[src/design/wdis_regs.vh]
// Purpose: Constants for the watchdog status and stall block.
// Assumes: 32-bit APB data, byte offsets.
// Notes:   Definitions only.
`ifndef WDIS_REGS_VH
`define WDIS_REGS_VH
`define WDIS_OFF_RAW      12'h010
`define WDIS_OFF_MASKED   12'h014
`define WDIS_OFF_TEST     12'h418
`define WDIS_OFF_LOAD     12'h000
`define WDIS_OFF_CTRL     12'h008
`define WDIS_OFF_CLEAR    12'h00C
`define WDIS_BIT_RAW      0
`define WDIS_BIT_MASKED   0
`define WDIS_BIT_STALL    8
`define WDIS_BIT_IRQEN    0
`define WDIS_BIT_RESEN    1
`define WDIS_LOAD_RESET   32'hFFFFFFFF
`define WDIS_ZERO32       32'h00000000
`define WDIS_ONE32        32'h00000001
`define WDIS_CTRL_MASK    32'h00000003
`define WDIS_TEST_MASK    32'h00000100
`endif

[src/design/wdis_counter.v]
// Purpose: 32-bit down counter with reload and stall.
// Assumes: Reload wins over counting.
// Notes:   Zero pulse is one cycle when the count reaches zero.
`timescale 1ns/1ns
`include "wdis_regs.vh"
module wdis_counter (
  // Clock and reset
  input  wire        mclk,
  input  wire        reset,
  // Control
  input  wire        run,
  input  wire        stall,
  input  wire        reload,
  input  wire [31:0] reloadValue,
  // Status
  output wire [31:0] count,
  output wire        zeroHit
);
  reg [31:0] count_ff;
  reg        zero_ff;
  reg [31:0] nxt_count;
  reg        nxt_zero;
  // ----------------------------------------
  // Countdown
  // ----------------------------------------
  always @* begin
    nxt_count = count_ff;
    nxt_zero  = 1'b0;
    if (reload) begin
      nxt_count = reloadValue;
      nxt_zero  = (reloadValue == `WDIS_ZERO32);
    end else if (run && !stall) begin
      if (count_ff == `WDIS_ZERO32) begin
        nxt_count = reloadValue; // Wrap to start a fresh interval
      end else begin
        nxt_count = count_ff - `WDIS_ONE32;
        nxt_zero  = (count_ff == `WDIS_ONE32);
      end
    end
  end
  always @(posedge mclk) begin
    if (reset) begin
      count_ff <= `WDIS_LOAD_RESET;
      zero_ff  <= 1'b0;
    end else begin
      count_ff <= nxt_count;
      zero_ff  <= nxt_zero;
    end
  end
  assign count   = count_ff;
  assign zeroHit = zero_ff;
endmodule // wdis_counter

[src/design/wdis_sync.v]
// Purpose: Two-flop synchroniser for a level.
// Assumes: Synchronous active-high reset.
// Notes:   First stage feeds only the second.
`timescale 1ns/1ns
module wdis_sync (
  // Clock and reset
  input  wire mclk,
  input  wire reset,
  // Level
  input  wire din,
  output wire dout
);
  reg stage1_ff;
  reg stage2_ff;
  // ----------------------------------------
  // Two stages
  // ----------------------------------------
  always @(posedge mclk) begin
    if (reset) begin
      stage1_ff <= 1'b0;
      stage2_ff <= 1'b0;
    end else begin
      stage1_ff <= din;
      stage2_ff <= stage1_ff;
    end
  end
  assign dout = stage2_ff;
endmodule // wdis_sync

[src/design/wdis_top.v]
// Purpose: Watchdog raw/masked interrupt status and debug stall, APB slave.
// Assumes: One clock mclk at 50 MHz, synchronous active-high reset.
// Notes:   Counter and load/control kept minimal to drive the status logic.
// Contract
// Raw status bit 0 is read-only and shows time-out state before masking.
// Raw status stays readable and pending even when the interrupt is masked.
// Masked status bit 0 is raw status AND the interrupt enable bit.
// The interrupt output carries the masked status.
// Masked status resets to 0 and bits 31:1 of both status registers read 0.
// With the stall bit set and the processor halted, counting stops, resuming when it runs.
// Software does not depend on reserved bit values.
// Software preserves reserved bits on read-modify-write.
// Any write to the clear register clears the interrupt and reloads the counter; a time-out in the clear cycle keeps raw status set.
// Writing a load value of zero raises the interrupt at once.
// Once interrupt enable is set, control writes are ignored until reset.
// Raw status sets when the count reaches zero and holds until cleared.
//
// Our own choice: the APB register port.
`timescale 1ns/1ns
`include "wdis_regs.vh"
module wdis_top (
  // Clock and reset
  input  wire        mclk,
  input  wire        reset,
  // APB slave
  input  wire        psel,
  input  wire        penable,
  input  wire        pwrite,
  input  wire [11:0] paddr,
  input  wire [31:0] pwdata,
  output wire        pready,
  output wire        pslverr,
  output wire [31:0] prdata,
  // Debug halt from the processor, asynchronous
  input  wire        cpuHalted,
  // Interrupt
  output wire        timeoutIrqOut
);
  // ----------------------------------------
  // Declarations
  // ----------------------------------------
  reg  [31:0] reloadValue_ff;
  reg         irqEnable_ff;
  reg         resetEnable_ff;
  reg         stall_ff;
  reg         rawIrqState_ff;
  reg  [31:0] prdata_ff;
  reg         pslverr_ff;
  reg  [31:0] nxt_prdata;
  reg         nxt_err;
  wire        haltSync;
  wire        zeroHit;
  wire        wrAccess;
  wire        rdAccess;
  wire        clearWr;
  wire        loadWr;
  wire        maskedIrqState;

  // Register decode, used for reads and writes
  function isMapped;
    input [11:0] a;
    begin
      isMapped = (a == `WDIS_OFF_LOAD) || (a == `WDIS_OFF_CTRL) || (a == `WDIS_OFF_CLEAR) ||
                 (a == `WDIS_OFF_RAW) || (a == `WDIS_OFF_MASKED) || (a == `WDIS_OFF_TEST);
    end
  endfunction

  // Zero-wait slave: every access completes in its first access cycle
  assign pready   = 1'b1;
  assign wrAccess = psel && penable && pwrite;
  assign rdAccess = psel && !penable && !pwrite; // Data registered during setup
  assign clearWr  = wrAccess && (paddr == `WDIS_OFF_CLEAR);
  assign loadWr   = wrAccess && (paddr == `WDIS_OFF_LOAD);

  // ----------------------------------------
  // Halt synchroniser
  // ----------------------------------------
  wdis_sync u_haltSync (
    .mclk  (mclk),
    .reset (reset),
    .din   (cpuHalted),
    .dout  (haltSync)
  );

  // ----------------------------------------
  // Counter
  // ----------------------------------------
  // Runs only once enabled; halt freezes it only when stall is set
  wdis_counter u_counter (
    .mclk        (mclk),
    .reset       (reset),
    .run         (irqEnable_ff),
    .stall       (stall_ff && haltSync),
    .reload      (clearWr || loadWr),
    .reloadValue (loadWr ? pwdata : reloadValue_ff),
    .count       (),
    .zeroHit     (zeroHit)
  );

  // ----------------------------------------
  // Writable registers
  // ----------------------------------------
  always @(posedge mclk) begin
    if (reset) begin
      reloadValue_ff <= `WDIS_LOAD_RESET;
      irqEnable_ff   <= 1'b0;
      resetEnable_ff <= 1'b0;
      stall_ff       <= 1'b0;
    end else begin
      if (loadWr) begin
        reloadValue_ff <= pwdata;
      end
      // Enable locks the control register until reset
      if (wrAccess && (paddr == `WDIS_OFF_CTRL) && !irqEnable_ff) begin
        irqEnable_ff   <= pwdata[`WDIS_BIT_IRQEN];
        resetEnable_ff <= pwdata[`WDIS_BIT_RESEN];
      end
      if (wrAccess && (paddr == `WDIS_OFF_TEST)) begin
        stall_ff <= pwdata[`WDIS_BIT_STALL];
      end
    end
  end

  // ----------------------------------------
  // Raw status
  // ----------------------------------------
  // Set wins over clear so a time-out in the clear cycle is not lost
  always @(posedge mclk) begin
    if (reset) begin
      rawIrqState_ff <= 1'b0;
    end else if (zeroHit) begin
      rawIrqState_ff <= 1'b1;
    end else if (clearWr) begin
      rawIrqState_ff <= 1'b0;
    end
  end

  // Masked state and interrupt output
  assign maskedIrqState = rawIrqState_ff && irqEnable_ff;
  // No extra gating: the pin must always agree with the masked status read
  assign timeoutIrqOut  = maskedIrqState;

  // ----------------------------------------
  // Read mux
  // ----------------------------------------
  // Reserved bits are forced to zero on read
  always @* begin
    nxt_prdata = `WDIS_ZERO32;
    nxt_err    = 1'b0;
    case (paddr)
      `WDIS_OFF_LOAD:   nxt_prdata = reloadValue_ff;
      `WDIS_OFF_CTRL:   nxt_prdata = {30'h0, resetEnable_ff, irqEnable_ff};
      `WDIS_OFF_RAW:    nxt_prdata[`WDIS_BIT_RAW] = rawIrqState_ff;
      `WDIS_OFF_MASKED: nxt_prdata[`WDIS_BIT_MASKED] = maskedIrqState;
      `WDIS_OFF_TEST:   nxt_prdata[`WDIS_BIT_STALL] = stall_ff;
      default:          nxt_prdata = `WDIS_ZERO32;
    endcase
    if (!isMapped(paddr)) begin
      nxt_err = 1'b1;
    end
  end

  // Captured at setup so data is valid during the access phase
  always @(posedge mclk) begin
    if (reset) begin
      prdata_ff  <= `WDIS_ZERO32;
      pslverr_ff <= 1'b0;
    end else if (psel && !penable) begin
      prdata_ff  <= rdAccess ? nxt_prdata : `WDIS_ZERO32;
      pslverr_ff <= nxt_err;
    end
  end

  assign prdata  = prdata_ff;
  assign pslverr = pslverr_ff && psel && penable;
endmodule // wdis_top

[config.mk]
export PLATFORM = sky130hd
export DESIGN_NAME = wdis_top
export DESIGN_NICKNAME = d
export VERILOG_FILES = /design/src/design/wdis_counter.v /design/src/design/wdis_sync.v /design/src/design/wdis_top.v
export VERILOG_INCLUDE_DIRS = /design/src /design/src/design
export SDC_FILE = /design/constraint.sdc
export NUM_CORES = 1
export LEC_CHECK = 0
export BUFFER_PORTS_ARGS = -buffer_cell sky130_fd_sc_hd__buf_2
export CAP_MARGIN = 20
export CORE_MARGIN = 2
export CORE_UTILIZATION = 46
export DETAILED_ROUTE_END_ITERATION = 7
export PLACE_DENSITY = 0.69
export SETUP_SLACK_MARGIN = 0.02
export SLEW_MARGIN = 30
export SYNTH_ARGS = -nofsm -noshare
export SYNTH_HDL_FRONTEND = slang
export SYNTH_HIERARCHICAL = 1
export SYNTH_SLANG_ARGS = --single-unit
[constraint.sdc]
create_clock -name mclk -period 4.2 [get_ports mclk]
set_input_delay 0.84 -clock mclk [delete_from_list [all_inputs] [get_ports mclk]]
set_output_delay 0.84 -clock mclk [all_outputs]
set_load 0.01 [all_outputs]
==> metrics.md <==
| Metric | Value |
|---|---|
| GRT Overall Usage | `23.8%` |
| Ranking of synthesized cells by area | `dfxtp_1 (40%), mux2_4 (8.6%), a22o_1 (4.9%)` |
| Skew-Pair Late Insertion Delay | `350 ps` |
| Inserted Diodes | `0` |
| Port Buf Inserts | `83` |
| Async SR Flop Fraction | `0%` |
| Die Height | `111 um` |
| CP Class | `in2reg` |
| Hold WS | `438 ps` |
| Die footprint | `0.0122 mm^2` |
| Setup TNS | `0 ps` |
| Commonest cells after routing, fill and taps aside | `dfxtp_1 (104), buf_2 (83), nand2_1 (33)` |
| CP endpoint kind | `flip-flop` |
| Vias per std cell | `6.27` |
| WL per Instance | `19.1 um` |
| Worst min path class | `reg2reg` |
| Final hold vios | `0` |
| DP Cell Count | `752` |
| Final WS setup | `1100 ps` |
| CP Launch Type | `input pin` |
| Area of the multi-input gates | `0.00294 mm^2` |
| Post-Synthesis Cells | `554` |
| Power, Total | `1.95 mW` |
| CTS Sinks | `104` |
| Final worst path period need | `3100 ps` |
| DR vias | `4,815` |
| Commonest non-fill, non-tap cell in the layout | `dfxtp_1` |
| First-pass iteration count of the detailed router | `5` |
| Yosys reg bits | `104` |
| Iteration-0 DRC Markers | `636` |
| CTS tree | `done` |
| Clock transition at the registers of the reported paths | `70 ps` |
| Layout Cell Area excl Fill | `0.00606 mm^2` |
| # DRC | `0` |
| Layout net count | `675` |
| FILL cells | `977` |
| RSZ-0062 raised after global routing | `no` |
| Clk Tree Root Cell | `clkbuf_16` |
| Peak supply drop | `0.288 mV` |
| Num rows | `38` |
| Post-Route Utilization | `55.2%` |
| Mapped cell area | `0.00523 mm^2` |
| RD Place Congestion | `0.934` |
| Total CTS buffers | `9` |
| Post-Syn Area per Cell | `9.44 um^2` |
| PD cells | `322 mW/mm^2` |
| P&R area growth vs syn | `15.8%` |
| I/O Pins | `85` |
| Leakage Power | `2.36 nW` |
| Vias in the first global route | `4,508` |
| Synthesized Nets | `606` |
| Max Cap Viol | `0` |
| Worst Max-Slew Pin Slew | `901 ps` |
| Status | `completed` |
| Flop2flop setup slack | `1230 ps` |
| Post-synth top area cell | `dfxtp_1` |
| CTS max path bufs | `2` |
| Post_cts resized | `0` |
| Fraction of layout cells with a size suffix above 1 | `25.3%` |
| Routed wire length | `14,600 um` |
| Final Cycle Share | `73.9%` |
| Global-route wire length before repair | `23,700 um` |
| DP Wirelength | `10,400 um` |
| Total gr overflow | `0` |
| Core Area | `0.0110 mm^2` |
| Yosys cell types | `65` |
| Largest net degree at the start of global routing | `51` |
| Crit-path max FO | `9` |
| Place WS | `703 ps` |
| Routed Antenna Nets | `0` |
| Post-CTS setup buffers | `0` |
| H-Tree Depth | `3` |
| Cell Area, Placed | `0.00576 mm^2` |
| # setup viols final | `0` |
| Clk_skew | `5.56 ps` |
| Req. time, crit path | `4480 ps` |
| Worst slew margin | `39.7%` |
| Post-synth top area share | `39.8%` |
| Die width | `111 um` |
| Number of flops mapped to enable cells by yosys | `0` |
| Fmax | `322 MHz` |
| YS warnings | `6` |
| Hold-fix buffers, CTS | `0` |
| Synth Flop Type | `dfxtp_1` |
| CP Data Arrival Time | `3380 ps` |
| Antenna violations before repair | `0` |
| Seq/Total Area, Yosys | `39.8%` |
| Max Transition Viols Final | `0` |
| Register area | `0.00208 mm^2` |
| Non-Filler Instances | `768` |
| Initial Util | `47.6%` |
==> kinds of logic after synthesis <==
kind of cell,Yosys count,synth area share (%)
muxes,40,10.6
DFF,104,39.8
other,1,0.0717
AOI/OAI and AO/OA,129,19.2
xor gates and xnor gates,6,1.00
buffers and inverters,49,4.38
and+or+nand+nor,223,24.5
adders and majority gates,2,0.478
==> metal layers <==
| layer | vias up | wire length (um) | part of all wire (%) | GRT usage (%) |
|---|---|---|---|---|
| met5 | - | 0 | 0 | 0 |
| met4 | 0 | 315 | 2.2 | 8.42 |
| met3 | 32 | 1260 | 8.6 | 5.80 |
| met2 | 248 | 6270 | 43 | 34.8 |
| met1 | 2279 | 6810 | 46 | 34.3 |
| li1 | 2256 | - | - | - |
==> final cells by class <==
cell class	count	area share, %
multi-input cells	401	48.5
flip-flops and latches	104	34.4
repair buffers	98	8.71
clock buffers	9	3.72
well taps	140	2.89
clock inverters	7	1.30
inverters	9	0.558
==> cell usage after synthesis (6+ instances only) <==
master / number
dfxtp_1: 104
nand2_1: 33
nor2_1: 32
or2_1: 32
mux2_4: 30
a22o_1: 29
clkbuf_1: 27
nor4_1: 26
nor3_1: 23
or4_1: 16
a21oi_1: 13
a211oi_1: 12
nand3_1: 11
nand4_1: 11
o21ai_0: 11
inv_1: 8
mux2i_1: 7
o211ai_1: 7
or3_1: 7
buf_2: 6
==> final timing paths <==
path | start | end | cells after the start
setup / recovery | paddr[0] | u_counter/zeroHit | 9
hold / removal | u_haltSync/stage1_ff | u_haltSync/dout | 1
hold reg to reg | u_haltSync/stage1_ff | u_haltSync/dout | 1
setup reg to reg | u_counter/count[0] | u_counter/count[27] | 5
==> power by group <==
group	total, mW	switching [mW]	internal, mW
Combinational	0.0925	0.0543	0.0381
Sequential	1.01	0.0115	0.995
Clock	0.855	0.387	0.469
Total	1.95	0.452	1.50
==> critical path, cell delays in order <==
cell and delay (ps):
buf_2 110, nor4_4 380, nand4_2 430, mux2_4 440, or4_1 500, or3_1 310, nor3_1 180, nand2_1 70
a21oi_1 120
==> flip-flops by register name, indices dropped and copies added (netlist names) <==
name                  count
u_haltSync/stage1_ff      1
pslverr_ff                1
resetEnable_ff            1
stall_ff                  1
reloadValue_ff           32
irqEnable_ff              1
prdata                   32
rawIrqState_ff            1
u_counter/count          32
u_haltSync/dout           1
u_counter/zeroHit         1
Power figures use the tool's default switching activity.
